==> src/fault_monitor_map.svh <==
// Register offsets, field positions, reset values and timing values in nanoseconds of the fault monitor.
`ifndef FAULT_MONITOR_MAP_SVH
`define FAULT_MONITOR_MAP_SVH

`define FM_ADDR_W            8
`define FM_DATA_W            8

`define FM_REG_CTRL          8'h00
`define FM_REG_OV_STATUS     8'h01
`define FM_REG_PWR_FIRST     8'h02
`define FM_REG_PWR_SECOND    8'h03
`define FM_REG_MASK          8'h04
`define FM_REG_LINK_STATUS   8'h05
`define FM_REG_EVT_STATUS    8'h06

`define FM_CTRL_LINK_HOLD    0
`define FM_CTRL_ALERT_PIN    1

`define FM_OV_CORE           0
`define FM_OV_MAIN           1
`define FM_OV_ANALOG         2

`define FM_POWER_STATUS_SECOND_BAD          0
`define FM_POWER_STATUS_SECOND_CMP          1

`define FM_MASK_OV_CORE      0
`define FM_MASK_OV_MAIN      1
`define FM_MASK_OV_ANALOG    2
`define FM_MASK_UV_ANALOG    3
`define FM_MASK_UV_IO        4
`define FM_MASK_UV_CORE      5
`define FM_MASK_UV_CMP       6
`define FM_MASK_EXT          7

`define FM_CTRL_RESET        8'h01
`define FM_MASK_RESET        8'hff

`define FM_SETTLE_NS         1000
`define FM_CLK_NS            50

`endif

==> src/fault_monitor_pkg.sv <==
// Types shared by the fault monitor.
`default_nettype none
package fault_monitor_pkg;

	typedef struct packed {
		logic [7:0] addr;
		logic [7:0] wdata;
		logic       wr;
		logic       rd;
	} reg_req_t;

	typedef struct packed {
		logic analog_warn;
		logic io_warn;
		logic analog_reset;
		logic io_reset;
		logic core_low;
	} uv_comp_t;

	typedef struct packed {
		logic analog_high;
		logic main_high;
		logic core_high;
	} ov_comp_t;

	typedef enum logic [1:0] {
		PWR_WAIT   = 2'b00,
		PWR_SETTLE = 2'b01,
		PWR_RUN    = 2'b11
	} pwr_state_t;

endpackage
`default_nettype wire

==> src/fault_monitor_alert.sv <==
// Fault alert monitor: sticky supply and event flags, masks, alert pin and link hold.
// Summary of operation
// (RULE_01) Alert pin is open-drain, low when any enabled flag is set.
// (RULE_02) Every source has its own mask bit gating the alert; here external events share one bit, power-on reset shares the core one.
// (RULE_03) Every alerting source sets its own readable status flag.
// (RULE_04) Overvoltage on three rails only raises the alert; operation continues.
// (RULE_05) Overvoltage flags set only while the pixel clock is valid.
// (RULE_06) Each overvoltage flag clears when the host reads it.
// (RULE_07) Analog or I/O undervoltage warns, then resets at the lower level.
// (RULE_08) Core rail undervoltage alerts and resets at once.
// (RULE_09) The I/O rail has undervoltage monitoring only, no overvoltage flag.
// (RULE_10) After undervoltage reset, registers return to defaults; host reprograms.
// (RULE_11) Undervoltage flags clear on reads of the power status registers.
// (RULE_12) Host reads the first power status before the second when both set.
// (RULE_13) Undervoltage status survives the reset so the host finds the rail.
// (RULE_14) Alert pin floats during and after undervoltage reset until reconfigured.
// (RULE_15) Start-up is held until every supply rail is within limits.
// (RULE_16) Host stops traffic, then sets link hold to idle the device.
// (RULE_17) Host configures a feature fully before enabling it.
// (RULE_18) Host clears link hold, waits for lock, then starts traffic.
// (RULE_19) Host disables, reconfigures and re-enables a feature in operation.
// (RULE_20) Host tolerates lost control access during undervoltage events.
// (RULE_21) While link hold is set, link logic stays reset; registers stay reachable.
// (RULE_22) Lock output goes high once the serial link locks.
// (RULE_23) Every status flag is sticky until read-cleared; here overvoltage and event flags also clear whenever the core leaves run.
`timescale 1ns/1ps
`default_nettype none
`include "fault_monitor_map.svh"

module fault_monitor_alert #(
	parameter int unsigned EXT_EVENTS = 4
) (
	input  wire logic                             clk,
	input  wire logic                             rstn,
	input  wire logic [`FM_ADDR_W-1:0]            addr,
	input  wire logic [`FM_DATA_W-1:0]            wdata,
	input  wire logic                             wr,
	input  wire logic                             rd,
	output logic      [`FM_DATA_W-1:0]            rdata,
	input  wire fault_monitor_pkg::ov_comp_t      ov_comp,
	input  wire fault_monitor_pkg::uv_comp_t      uv_comp,
	input  wire logic                             supplies_ok,
	input  wire logic                             pixel_clock_detector,
	input  wire logic                             link_locked_raw,
	input  wire logic [EXT_EVENTS-1:0]            ext_event,
	output logic                                  fault_alert_n_out,
	output logic                                  fault_alert_n_oe,
	output logic                                  device_reset_n,
	output logic                                  link_reset_n,
	output logic                                  lock
);

	localparam int unsigned SETTLE_CYC_RAW = (`FM_SETTLE_NS + `FM_CLK_NS - 1) / `FM_CLK_NS;
	localparam int unsigned SETTLE_CYC = (SETTLE_CYC_RAW < 1) ? 1 : SETTLE_CYC_RAW;

	////////////////////////////////////////////////////////////////////////////
	// Pin synchronisers: comparators and detectors are asynchronous to clk.

	// Bit positions inside the synchroniser word; the concatenation below must match them.
	localparam int unsigned OV_AT   = 5;
	localparam int unsigned SUP_AT  = 8;
	localparam int unsigned PCLK_AT = 9;
	localparam int unsigned LOCK_AT = 10;
	localparam int unsigned EXT_AT  = 11;
	localparam int unsigned SW      = EXT_AT + EXT_EVENTS;
	logic [SW-1:0] sync_a;
	logic [SW-1:0] sync_b;

	always_ff @(posedge clk or negedge rstn) begin
		if (!rstn) begin
			sync_a <= '0;
			sync_b <= '0;
		end else begin
			sync_a <= {ext_event, link_locked_raw, pixel_clock_detector, supplies_ok, ov_comp, uv_comp};
			sync_b <= sync_a;
		end
	end

	fault_monitor_pkg::uv_comp_t uv_s;
	fault_monitor_pkg::ov_comp_t ov_s;
	logic                        supplies_ok_s;
	logic                        pclk_ok_s;
	logic                        locked_s;
	logic [EXT_EVENTS-1:0]       ext_s;

	assign uv_s          = sync_b[OV_AT-1:0];
	assign ov_s          = sync_b[SUP_AT-1:OV_AT];
	assign supplies_ok_s = sync_b[SUP_AT];
	assign pclk_ok_s     = sync_b[PCLK_AT];
	assign locked_s      = sync_b[LOCK_AT];
	assign ext_s         = sync_b[SW-1:EXT_AT];

	////////////////////////////////////////////////////////////////////////////
	// Power manager.

	fault_monitor_pkg::pwr_state_t state;
	logic [15:0]                   settle_cnt;
	logic                          uv_reset;

	// (RULE_07) Reset level trip.
	// (RULE_08) Core trip is immediate.
	assign uv_reset = uv_s.analog_reset | uv_s.io_reset | uv_s.core_low;

	// (RULE_15) Hold start-up until rails good.
	always_ff @(posedge clk or negedge rstn) begin
		if (!rstn) begin
			state      <= fault_monitor_pkg::PWR_WAIT;
			settle_cnt <= '0;
		end else if (uv_reset || !supplies_ok_s) begin
			state      <= fault_monitor_pkg::PWR_WAIT;
			settle_cnt <= '0;
		end else begin
			unique case (state)
				fault_monitor_pkg::PWR_WAIT: begin
					state      <= fault_monitor_pkg::PWR_SETTLE;
					settle_cnt <= '0;
				end
				fault_monitor_pkg::PWR_SETTLE: begin
					if (settle_cnt == 16'(SETTLE_CYC - 1)) begin
						state <= fault_monitor_pkg::PWR_RUN;
					end
					settle_cnt <= settle_cnt + 16'h0001;
				end
				fault_monitor_pkg::PWR_RUN: begin
					state <= fault_monitor_pkg::PWR_RUN;
				end
				default: begin
					state <= fault_monitor_pkg::PWR_WAIT;
				end
			endcase
		end
	end

	logic running;
	assign running        = (state == fault_monitor_pkg::PWR_RUN);
	assign device_reset_n = running;

	////////////////////////////////////////////////////////////////////////////
	// Control registers: reset to defaults whenever the core is not running.

	logic [7:0] ctrl;
	logic [7:0] mask;
	logic       wr_ok;
	logic       rd_ok;
	assign wr_ok = wr & running;
	assign rd_ok = rd & running;

	// One address decode shared by every write and every clearing read.
	function automatic logic hit(
		input logic                  strobe,
		input logic [`FM_ADDR_W-1:0] a,
		input logic [`FM_ADDR_W-1:0] target
	);
		return strobe && (a == target);
	endfunction

	// (RULE_10) Defaults after undervoltage reset.
	always_ff @(posedge clk or negedge rstn) begin
		if (!rstn) begin
			ctrl <= `FM_CTRL_RESET;
		end else if (!running) begin
			ctrl <= `FM_CTRL_RESET;
		end else if (hit(wr_ok, addr, `FM_REG_CTRL)) begin
			ctrl <= {6'h00, wdata[1:0]};
		end
	end

	// (RULE_02) Masks default to enabled.
	always_ff @(posedge clk or negedge rstn) begin
		if (!rstn) begin
			mask <= `FM_MASK_RESET;
		end else if (!running) begin
			mask <= `FM_MASK_RESET;
		end else if (hit(wr_ok, addr, `FM_REG_MASK)) begin
			mask <= wdata;
		end
	end

	////////////////////////////////////////////////////////////////////////////
	// Sticky status flags; a set in the read cycle wins over the clear.

	logic [2:0] ov_flags;
	logic [2:0] ov_set;
	logic       rd_ov;

	// (RULE_05) Gate on valid pixel clock.
	// (RULE_04) Overvoltage only flags.
	// (RULE_09) No I/O overvoltage input.
	assign ov_set = pclk_ok_s ? {ov_s.analog_high, ov_s.main_high, ov_s.core_high} : 3'h0;
	assign rd_ov  = hit(rd_ok, addr, `FM_REG_OV_STATUS);

	// (RULE_06) Clear on read.
	// (RULE_23) Sticky until read.
	always_ff @(posedge clk or negedge rstn) begin
		if (!rstn) begin
			ov_flags <= 3'h0;
		end else if (!running) begin
			ov_flags <= 3'h0;
		end else begin
			ov_flags <= (rd_ov ? 3'h0 : ov_flags) | ov_set;
		end
	end

	// First power status: per-domain supply-bad flags {core, io, analog} and power-on-reset flag.
	logic [2:0] bad_flags;
	logic       por_flag;
	logic       cmp_flag;
	logic       bad_io_cmp;
	logic       rd_first;
	logic       rd_second;
	logic       first_seen;

	assign rd_first  = hit(rd_ok, addr, `FM_REG_PWR_FIRST);
	assign rd_second = hit(rd_ok, addr, `FM_REG_PWR_SECOND);

	// Undervoltage flags live outside the run reset so the cause survives the reset.
	// (RULE_13) Survives undervoltage reset.
	// (RULE_11) Cleared by power status reads.
	always_ff @(posedge clk or negedge rstn) begin
		if (!rstn) begin
			bad_flags <= 3'h0;
		end else begin
			bad_flags <= (rd_first ? 3'h0 : bad_flags) | {uv_s.core_low, uv_s.io_warn, uv_s.analog_warn};
		end
	end

	// (RULE_11) Power-on-reset flag.
	always_ff @(posedge clk or negedge rstn) begin
		if (!rstn) begin
			por_flag <= 1'b0;
		end else begin
			por_flag <= (rd_first ? 1'b0 : por_flag) | uv_reset;
		end
	end

	// (RULE_11) I/O copy, second register.
	always_ff @(posedge clk or negedge rstn) begin
		if (!rstn) begin
			bad_io_cmp <= 1'b0;
		end else begin
			bad_io_cmp <= (rd_second ? 1'b0 : bad_io_cmp) | uv_s.io_warn;
		end
	end

	// A new undervoltage reset forgets an earlier first read, so the order is judged afresh.
	// (RULE_12) Order of status reads.
	always_ff @(posedge clk or negedge rstn) begin
		if (!rstn) begin
			first_seen <= 1'b0;
		end else if (rd_first) begin
			first_seen <= 1'b1;
		end else if (rd_second || uv_reset) begin
			first_seen <= 1'b0;
		end
	end

	// (RULE_12) Compare clears after first read.
	always_ff @(posedge clk or negedge rstn) begin
		if (!rstn) begin
			cmp_flag <= 1'b0;
		end else if (rd_second && (!por_flag || first_seen)) begin
			cmp_flag <= uv_s.analog_warn | uv_s.io_warn;
		end else begin
			cmp_flag <= cmp_flag | uv_s.analog_warn | uv_s.io_warn;
		end
	end

	logic [EXT_EVENTS-1:0] ext_flags;
	logic                  rd_evt;
	assign rd_evt = hit(rd_ok, addr, `FM_REG_EVT_STATUS);

	// (RULE_03) Flag for other event sources.
	always_ff @(posedge clk or negedge rstn) begin
		if (!rstn) begin
			ext_flags <= '0;
		end else if (!running) begin
			ext_flags <= '0;
		end else begin
			ext_flags <= (rd_evt ? '0 : ext_flags) | ext_s;
		end
	end

	////////////////////////////////////////////////////////////////////////////
	// Alert pin.

	logic any_alert;
	// (RULE_02) Per-source masks; external events share one bit.
	// (RULE_01) OR of enabled flags.
	assign any_alert = (mask[`FM_MASK_OV_CORE]   & ov_flags[`FM_OV_CORE])
	                 | (mask[`FM_MASK_OV_MAIN]   & ov_flags[`FM_OV_MAIN])
	                 | (mask[`FM_MASK_OV_ANALOG] & ov_flags[`FM_OV_ANALOG])
	                 | (mask[`FM_MASK_UV_ANALOG] & bad_flags[0])
	                 | (mask[`FM_MASK_UV_IO]     & bad_flags[1])
	                 | (mask[`FM_MASK_UV_CORE]   & (bad_flags[2] | por_flag))
	                 | (mask[`FM_MASK_UV_CMP]    & cmp_flag)
	                 | (mask[`FM_MASK_EXT]       & (|ext_flags));

	// (RULE_14) Pin floats until alert function selected.
	always_ff @(posedge clk or negedge rstn) begin
		if (!rstn) begin
			fault_alert_n_oe <= 1'b0;
		end else begin
			fault_alert_n_oe <= running & ctrl[`FM_CTRL_ALERT_PIN] & any_alert;
		end
	end
	// Only the enable toggles; the data side of the open-drain pin stays low.
	assign fault_alert_n_out = 1'b0;

	////////////////////////////////////////////////////////////////////////////
	// Link hold and lock.

	// (RULE_21) Link held in reset, registers live.
	assign link_reset_n = running & ~ctrl[`FM_CTRL_LINK_HOLD];

	// Lock drops the cycle after the link is held, so a stale lock reaches the host for one cycle at most.
	// (RULE_22) Lock output follows link lock.
	always_ff @(posedge clk or negedge rstn) begin
		if (!rstn) begin
			lock <= 1'b0;
		end else begin
			lock <= link_reset_n & locked_s;
		end
	end

	////////////////////////////////////////////////////////////////////////////
	// Read data, one cycle after the strobe; unmapped addresses read zero.
	// Reads are answered outside run too, so the host can still find the failed rail.

	always_ff @(posedge clk or negedge rstn) begin
		if (!rstn) begin
			rdata <= '0;
		end else if (rd) begin
			unique case (addr)
				`FM_REG_CTRL:        rdata <= ctrl;
				`FM_REG_OV_STATUS:   rdata <= {5'h00, ov_flags};
				`FM_REG_PWR_FIRST:   rdata <= {4'h0, por_flag, bad_flags};
				`FM_REG_PWR_SECOND:  rdata <= {6'h00, cmp_flag, bad_io_cmp};
				`FM_REG_MASK:        rdata <= mask;
				`FM_REG_LINK_STATUS: rdata <= {5'h00, state == fault_monitor_pkg::PWR_RUN, lock, link_reset_n};
				`FM_REG_EVT_STATUS:  rdata <= 8'(ext_flags);
				default:             rdata <= 8'h00;
			endcase
		end else begin
			rdata <= '0;
		end
	end

endmodule // fault_monitor_alert
`default_nettype wire

==> config.mk <==
export PLATFORM = sky130hd
export DESIGN_NAME = fault_monitor_alert
export DESIGN_NICKNAME = d
export VERILOG_FILES = /design/src/fault_monitor_pkg.sv /design/src/fault_monitor_alert.sv
export VERILOG_INCLUDE_DIRS = /design/src
export SDC_FILE = /design/constraint.sdc
export NUM_CORES = 1
export LEC_CHECK = 0
export ABC_AREA = 1
export BUFFER_PORTS_ARGS = -buffer_cell sky130_fd_sc_hd__buf_2
export CAP_MARGIN = 30
export CORE_MARGIN = 3
export CORE_UTILIZATION = 50
export DETAILED_ROUTE_END_ITERATION = 7
export PLACE_DENSITY_LB_ADDON = 0.1
export SLEW_MARGIN = 10
export SYNTH_ARGS = -nofsm -noshare
export SYNTH_HDL_FRONTEND = slang
export SYNTH_SLANG_ARGS = --single-unit
==> constraint.sdc <==
create_clock -name clk -period 1.8 [get_ports clk]
set_input_delay 0.36 -clock clk [delete_from_list [all_inputs] [get_ports clk]]
set_output_delay 0.36 -clock clk [all_outputs]
set_load 0.05 [all_outputs]
==> results.toml, run 1 <==
[outcome]
status = "complete, no violations"

[floorplanning]
initial_core_util_pct = 53.2
rows = 29
die-height_um = 89.6
die_x_um = 89.6
ioPinCount = 48
coreArea_um2 = 6570
die-area_um2 = 8030

[synthesis]
netlist_area_um2 = 3490
ys_seq_area_share_pct = 59.1
yosysTopAreaCell = "dfrtp_1"
synth_commonest_cells = "nand2_1, dfrtp_1, nor2_1"
synth_flop_cell = "dfrtp_1"
synth_edf_count = 0
synth.distinct_cells = 31
yosysTopAreaCellShare_pct = 52.3
syn_inst = 392
postSynth.asyncResetShare_pct = 100
synth.most_common_cell = "nand2_1"
synth_nets = 428
syn_area_per_cell_um2 = 8.91
yosys_register_bits = 82
synth_area_leaders = "dfrtp_1, nand2_1, dfstp_2, nor2_1, nand3_1"
yosysWarnings = 0

[place]
portBuffers = 46
globalplace.congestion = 0.898
dp_slack_ns = 0.172
post-place-cells = 531
dpl.hpwl_um = 5310

[min_path]
holdCritPathClass = "in -> reg"
min-delay-start = "ext_event[3]"

[timing]
setup_ws_ns = 0.0958
setup_viol = 0
setup_tns_ns = 0
tightest_slew_ns = 0.539
hold_violations = 0
period_share_pct = 94.7
rsz0062_at_grt = "no"
period_needed_ns = 1.70
slew_violations = 0
slew_headroom_pct = 64.1
skew_ns = 0.00947
max_freq_mhz = 587

[routing]
drc = 0
first_pass_iters = 4
finalWirelength_um = 7070
ant_nets = 0
vias_per_cell = 5.02
drtIter0Drc = 140
wire_per_inst_um = 12.9
num_vias = 2751

[worst_setup_path]
r2r_cells = 8
arrival_ns = 1.34
ff2ff_setup_slack_ns = 0.22
crit_end = "device_reset_n"
critical_path_class = "reg -> out"
r2r_start = "settle_cnt[0]$_DFFE_PN0P_"
end_kind = "primary output"
slowest_stage = "dfrtp_2"
crit_required_ns = 1.44
path_max_fanout = 7
r2r_end = "settle_cnt[12]$_DFFE_PN0P_"
cp_cell_sequence = "nand2_2 -> inv_1 -> buf_2"
crit_start = "state[1]$_DFFE_PN0P_"
cp_slowest_stage_delay_ns = 0.45
worstSetupStartpointType = "register"

[cts]
cts_max_path_buffers = 2
cts_sinks = 82
clockRootBuffer = "clkbuf_8"
cts_buffers = 9
clk_latency_ns = 0.35
post_cts_buffers = 0
cts_tree = "built"
cts.clk_slew.worst_paths_ns = 0.09
htreeDepth = 3

[layout]
fin_nets = 486
regArea_um2 = 2060
drive_gt1_share_pct = 20.2
fin_cells = 548
antenna_cells = 0
nFillCells = 587
multiInputGateArea_um2 = 1200
synthToLayoutAreaGrowth_pct = 17.0
post-route-util_pct = 62.2

[pwr]
ir_worst_vdd_uv = 664
p_leak_nw = 2.02
powerDensity_nw_per_um2 = 815
power_mw = 3.33

[global_route]
grt_pass1_vias = 2534
grt_max_degree = 44
grt-ovfl-total = 0
grt_pass1_wl_um = 11900
track_usage_pct = 19.6
antenna_found_initial = 0

[run]
max_cap_viol_count = 0
registers in the layout (all words and copies together), names as in the netlist, 3 cells and up:
name / flops
sync_a: 15
bad_flags: 3
ext_flags: 4
rdata: 8
sync_b: 15
settle_cnt: 16
mask: 8
ov_flags: 3
area by class of cell:
class,instances,area share [%]
well taps,93,2.85
inverters,46,4.22
multi-input cells,256,29.4
clock buffers,9,3.03
clock inverters,7,1.87
flip-flops and latches,82,50.5
repair buffers,55,8.08
stage by stage:
stage	hold WS [ns]	area, um^2
after detailed placement	0.335	3870
after global routing	0.0645	4090
after global placement	0.332	3870
after floorplan	0.0644	3490
after CTS	0.0768	4090
final	0.103	4090
worst max-delay path: cells and delay by family, from the launching register on:
kind	cells	cell delay, ns
simple gates	1	0.15
flops	1	0.45
buf+inv	2	0.39
layer usage:
metal / vias up / global-route usage [%] / wire length, um
met5: - / 0 / 0
met1: 1293 / 27.4 / 3420
met2: 69 / 28.9 / 3190
met4: 0 / 7.71 / 107
met3: 11 / 5.38 / 357
li1: 1378 / - / -
kinds of logic after synthesis:
| family | synth area share (%) |
|---|---|
| buffers and inverters | 6.55 |
| xor gates and xnor gates | 0.502 |
| and+or+nand+nor | 24.4 |
| adders and majority gates | 0.358 |
| AOI/OAI and AO/OA | 8.99 |
| other | 0.107 |
| DFF | 59.1 |
power breakdown:
part / switching (mW) / internal, mW
Clock: 0.757 / 0.553
Combinational: 0.0858 / 0.0491
Sequential: 0.0110 / 1.88
worst min path at each step:
| stage | slack (ns) | endpoint | depth (start not counted) |
|---|---|---|---|
| after global routing | 0.06 | sync_a[13]$_DFF_PN0_ | 1 |
| after CTS | 0.08 | sync_a[5]$_DFF_PN0_ | 1 |
| after floorplan | 0.06 | bad_flags[0]$_DFF_PN0_ | 0 |
| final | 0.10 | sync_a[14]$_DFF_PN0_ | 1 |
| after detailed placement | 0.33 | sync_b[14]$_DFF_PN0_ | 0 |
| after global placement | 0.33 | sync_b[14]$_DFF_PN0_ | 0 |
what timing repair did:
action | CTS | global route
resized for setup | 2 | 1
hold buffers | 1 | 0
hold endpoints to repair | 32 | 0
endpoints found under the setup margin | 2 | 1
cell usage in the layout (no fill, tap or decap), drive strengths merged, types with 2 or more instances in the layout:
| cell | count |
|---|---|
| buf | 53 |
| o21ai | 34 |
| o22ai | 2 |
| nor3b | 2 |
| nor2 | 59 |
| nand4 | 5 |
| xor2 | 2 |
| dfrtp | 73 |
| clkbuf | 10 |
| a21oi | 20 |
| nand2 | 77 |
| nor3 | 10 |
| nand3 | 39 |
| dfstp | 9 |
| inv | 51 |
| clkinv | 2 |
No activity file was read; power rests on OpenSTA's default activity.
==> inputs of run 2 (changes only) <==
==> constraint.sdc (replaced) <==
create_clock -name clk -period 1.7 [get_ports clk]
set_input_delay 0.34 -clock clk [delete_from_list [all_inputs] [get_ports clk]]
set_output_delay 0.34 -clock clk [all_outputs]
set_load 0.05 [all_outputs]
==> results.toml, run 2 (same netlist as run 1, synthesis figures left out) <==
[outcome]
status = "complete, no violations"

[routing]
first_pass_iters = 4
drc = 0
drtIter0Drc = 175
route.met3.wl_um = 453
finalWirelength_um = 7310
vias_per_cell = 5.03
ant_nets = 0
met1_length_um = 3390
num_vias = 2759
routed.top_layer = "met4"
wire_per_inst_um = 13.3
dr_wl_met2_um = 3370

[pwr]
ir_worst_vdd_uv = 669
power_mw = 3.90
p_leak_nw = 2.06
powerDensity_nw_per_um2 = 937

[floorplanning]
coreArea_um2 = 6570
die-height_um = 89.6
rows = 29
initial_core_util_pct = 53.2
die-area_um2 = 8030
ioPinCount = 48
die_x_um = 89.6

[global_route]
grt_max_degree = 33
antenna_found_initial = 0
grt_pass1_vias = 2604
grt-ovfl-total = 0
grt_pass1_wl_um = 12100
track_usage_pct = 20.2

[layout]
reg_top3 = "settle_cnt (16), sync_a (15), sync_b (15)"
regArea_um2 = 2060
most-common-layout-cells = "nand2_1, dfrtp_1, nor2_1"
fin_cells = 549
largest_reg_flops = 16
drive_gt1_share_pct = 20.4
post-route-util_pct = 63.4
largest_register = "settle_cnt"
antenna_cells = 0
layout_commonest_cell = "nand2_1"
nFillCells = 547
fin_nets = 487
multiInputGateArea_um2 = 1200
synthToLayoutAreaGrowth_pct = 19.2

[worst_setup_path]
end_kind = "primary output"
critPathBufInv = 2
crit_required_ns = 1.36
crit_family = "flip-flops"
r2r_start = "settle_cnt[0]$_DFFE_PN0P_"
slowest_stage = "dfrtp_1"
cp_slowest_stage_delay_ns = 0.40
arrival_ns = 1.26
r2r_cells = 8
critical_path_class = "reg -> out"
ff2ff_setup_slack_ns = 0.17
worstSetupStartpointType = "register"
cp_cell_sequence = "nand2_2 -> inv_2 -> buf_4"
r2r_end = "settle_cnt[12]$_DFFE_PN0P_"
path_max_fanout = 6

[timing]
period_share_pct = 94.1
skew_ns = 0.00826
whs_ns = 0.0842
max_freq_mhz = 625
hold_violations = 0
period_needed_ns = 1.60
setup_tns_ns = 0
slew_violations = 0
setup_viol = 0
rsz0062_at_grt = "no"

[cts]
cts_tree = "built"
cts_sinks = 82
cts_buffers = 9
clockRootBuffer = "clkbuf_8"
clk_latency_ns = 0.35
htreeDepth = 3
cts.clk_slew.worst_paths_ns = 0.09
cts_max_path_buffers = 2

[min_path]
holdCritPathClass = "in -> reg"
whs_path_depth = 1
min-delay-start = "ext_event[3]"
min_to = "sync_a[14]$_DFF_PN0_"

[place]
globalplace.congestion = 0.992
portBuffers = 46
dpl.hpwl_um = 5460
post-place-cells = 530

[run]
max_cap_viol_count = 0
==> run 2: timing repair <==
action                     CTS  global route
setup endpoints to repair    2             3
pin swaps                    0             1
hold buffers                 1             0
setup buffers                0             2
hold endpoints to repair    14             0
gates resized for setup      3             2
==> run 2: cell type report <==
cell class / instances / area share [%]
sequential: 82 / 49.6
timing repair buffer: 56 / 8.48
multi-input combinational: 256 / 28.9
clock buffer: 9 / 2.98
inverter: 46 / 4.15
tap: 93 / 2.80
clock inverter: 7 / 3.13
==> run 2: worst max path at each step <==
stage	to	depth (start not counted)	slack, ns	startpoint
global route	device_reset_n	3	0.01	state[0]$_DFFE_PN0P_
global placement	mask[5]$_DFFE_PN1P_	8	0.13	addr[7]
detailed placement	mask[6]$_DFFE_PN1P_	8	0.09	addr[7]
finish	device_reset_n	3	0.10	state[0]$_DFFE_PN0P_
CTS	link_reset_n	3	0.02	state[0]$_DFFE_PN0P_
floorplan	rdata[0]$_DFF_PN0_	8	0.16	state[1]$_DFFE_PN0P_
==> run 2: per-stage QoR <==
step                setup slack (ns)  instance area (um^2)
floorplan                      0.161                  3490
global placement               0.134                  3880
detailed placement            0.0869                  3880
CTS                           0.0247                  4150
global route                  0.0109                  4160
finish                         0.100                  4160
==> run 2: worst reg2reg max path, cell delays in order, from the launching register on <==
cell	delay (ns)
dfrtp_1	0.40
ha_1	0.25
nand2_1	0.07
inv_1	0.07
nand2_1	0.09
nor2_1	0.25
nand3_1	0.11
nand3_1	0.09
o21ai_0	0.08
==> run 2: per-layer routing <==
layer	up-vias	GRT usage, %
met5	-	0
met4	0	6.22
met3	8	7.12
met2	75	30.5
met1	1301	27.6
li1	1375	-
==> run 2: report_power, final <==
part | internal, mW | leakage [nW] | switching [mW] | total, mW
Combinational | 0.0539 | 0.916 | 0.0905 | 0.144
Sequential | 1.99 | 1.01 | 0.0113 | 2.00
Clock | 1.01 | 0.128 | 0.752 | 1.76
==> inputs of run 3 (changes only) <==
==> constraint.sdc (replaced) <==
create_clock -name clk -period 1.7 [get_ports clk]
set_input_delay 0.34 -clock clk [delete_from_list [all_inputs] [get_ports clk]]
set_output_delay 0.34 -clock clk [all_outputs]
set_load 0.1 [all_outputs]
==> results.toml, run 3 (same netlist as run 1, synthesis figures left out) <==
[global_route]
track_usage_pct = 19.7
grt_pass1_vias = 2733
met1_usage_pct = 27.9
grt_max_degree = 38
antenna_found_initial = 0
grt_util_met2_pct = 30.2
grt_use_met3_pct = 4.65
grt_busiest_layer = "met2"
grt-ovfl-total = 0
grt_pass1_wl_um = 12300

[pwr]
ir_worst_vdd_uv = 663
power_mw = 3.55
p_leak_nw = 2.03
powerDensity_nw_per_um2 = 857

[routing]
vias_per_cell = 5.05
ant_nets = 0
drtIter0Drc = 212
first_pass_iters = 5
finalWirelength_um = 7230
wire_per_inst_um = 13.1
num_vias = 2776
drc = 0

[floorplanning]
ioPinCount = 48
die-area_um2 = 8030
coreArea_um2 = 6570
die-height_um = 89.6
die_x_um = 89.6
rows = 29
initial_core_util_pct = 53.2

[timing]
skew_ns = 0.00611
setup_ws_ns = 0.0811
setup_viol = 0
period_share_pct = 95.2
max_freq_mhz = 618
hold_violations = 0
period_needed_ns = 1.62
rsz0062_at_grt = "no"
setup_tns_ns = 0
slew_violations = 0

[place]
globalplace.congestion = 0.904
dp_slack_ns = 0.110
portBuffers = 46
place_area_um2 = 3910
dpl.hpwl_um = 5330
post-place-cells = 531

[layout]
fin_cells = 550
largest_register = "settle_cnt"
finalInstanceArea_um2 = 4140
reg_top3 = "settle_cnt (16), sync_a (15), sync_b (15)"
fin_nets = 488
most-common-layout-cells = "nand2_1, dfrtp_1, nor2_1"
layout_commonest_cell = "nand2_1"
drive_gt1_share_pct = 20.6
antenna_cells = 0
synthToLayoutAreaGrowth_pct = 18.6
largest_reg_flops = 16

[cts]
htreeDepth = 3
cts_max_path_buffers = 2
cts_buffers = 9
clockRootBuffer = "clkbuf_8"
cts_tree = "built"
cts_sinks = 82
clk_latency_ns = 0.34
cts.clk_slew.worst_paths_ns = 0.08

[outcome]
status = "complete, no violations"

[worst_setup_path]
critical_path_class = "reg -> out"
arrival_ns = 1.28
crit_required_ns = 1.36
worstSetupStartpointType = "register"
path_max_fanout = 11
end_kind = "primary output"

[min_path]
holdCritPathClass = "in -> reg"

[run]
max_cap_viol_count = 0
## run 3: cell types whose count changed in the layout (fill, tap and decap cells not counted), sizes merged
cell      before  now
buf           55   56
clkinvlp       0    2
clkinv         0    3
bufinv         3    1
inv           50   47
## run 3: final cells by class
cell class	count	area, um^2
Timing Repair Buffer	57	377
Multi-Input combinational cell	256	1210
Inverter	46	176
Sequential cell	82	2060
Clock inverter	7	77.6
Tap cell	93	116
Clock buffer	9	124
Fill cell	578	2420
## run 3: report_power, final
| part | switching (mW) | internal, mW |
|---|---|---|
| sequential | 0.0112 | 1.99 |
| clock | 0.713 | 0.691 |
| combinational | 0.0992 | 0.0513 |
| total | 0.823 | 2.73 |
## run 3: worst paths after layout
kind	from	end	slack, ns	cells past startpoint
max	state[1]$_DFFE_PN0P_	link_reset_n	0.08	4
min	ext_event[3]	sync_a[14]$_DFF_PN0_	0.1	1
max reg2reg	sync_b[1]$_DFF_PN0_	settle_cnt[3]$_DFFE_PN0P_	0.18	7
min reg2reg	sync_a[3]$_DFF_PN0_	sync_b[3]$_DFF_PN0_	0.35	0
max in group asynchronous	rstn	ext_flags[0]$_DFF_PN0_	0.68	3
min in group asynchronous	rstn	sync_a[1]$_DFF_PN0_	0.47	2
## run 3: worst max-delay path: stages (launching register included)
cell and delay [ns]:
dfrtp_1 0.37, nand2_2 0.10, buf_6 0.16, nor2_4 0.12, buf_12 0.18
## run 3: timing repair
action / 4_1_cts / 5_1_grt
gates resized for setup: 2 / 0
buffers inserted: 1 / 1
hold endpoints to repair: 21 / 0
setup endpoints to repair: 2 / 1
hold buffers: 1 / 0
## run 3: routing by layer
| metal | routed length (um) | vias to the layer above | part of all wire [%] |
|---|---|---|---|
| met5 | 0 | - | 0 |
| met4 | 87 | 0 | 1.2 |
| met3 | 410 | 13 | 5.7 |
| met2 | 3240 | 88 | 45 |
| met1 | 3490 | 1291 | 48 |
| li1 | - | 1384 | - |
## run 3: stage by stage
step / utilization (%) / hold WS [ns]
global route: 63.1 / 0.0685
finish: 63.1 / 0.0951
floorplan: - / 0.0444
detailed placement: 59.5 / 0.302
CTS: 63.0 / 0.0809
global placement: 59.5 / 0.300
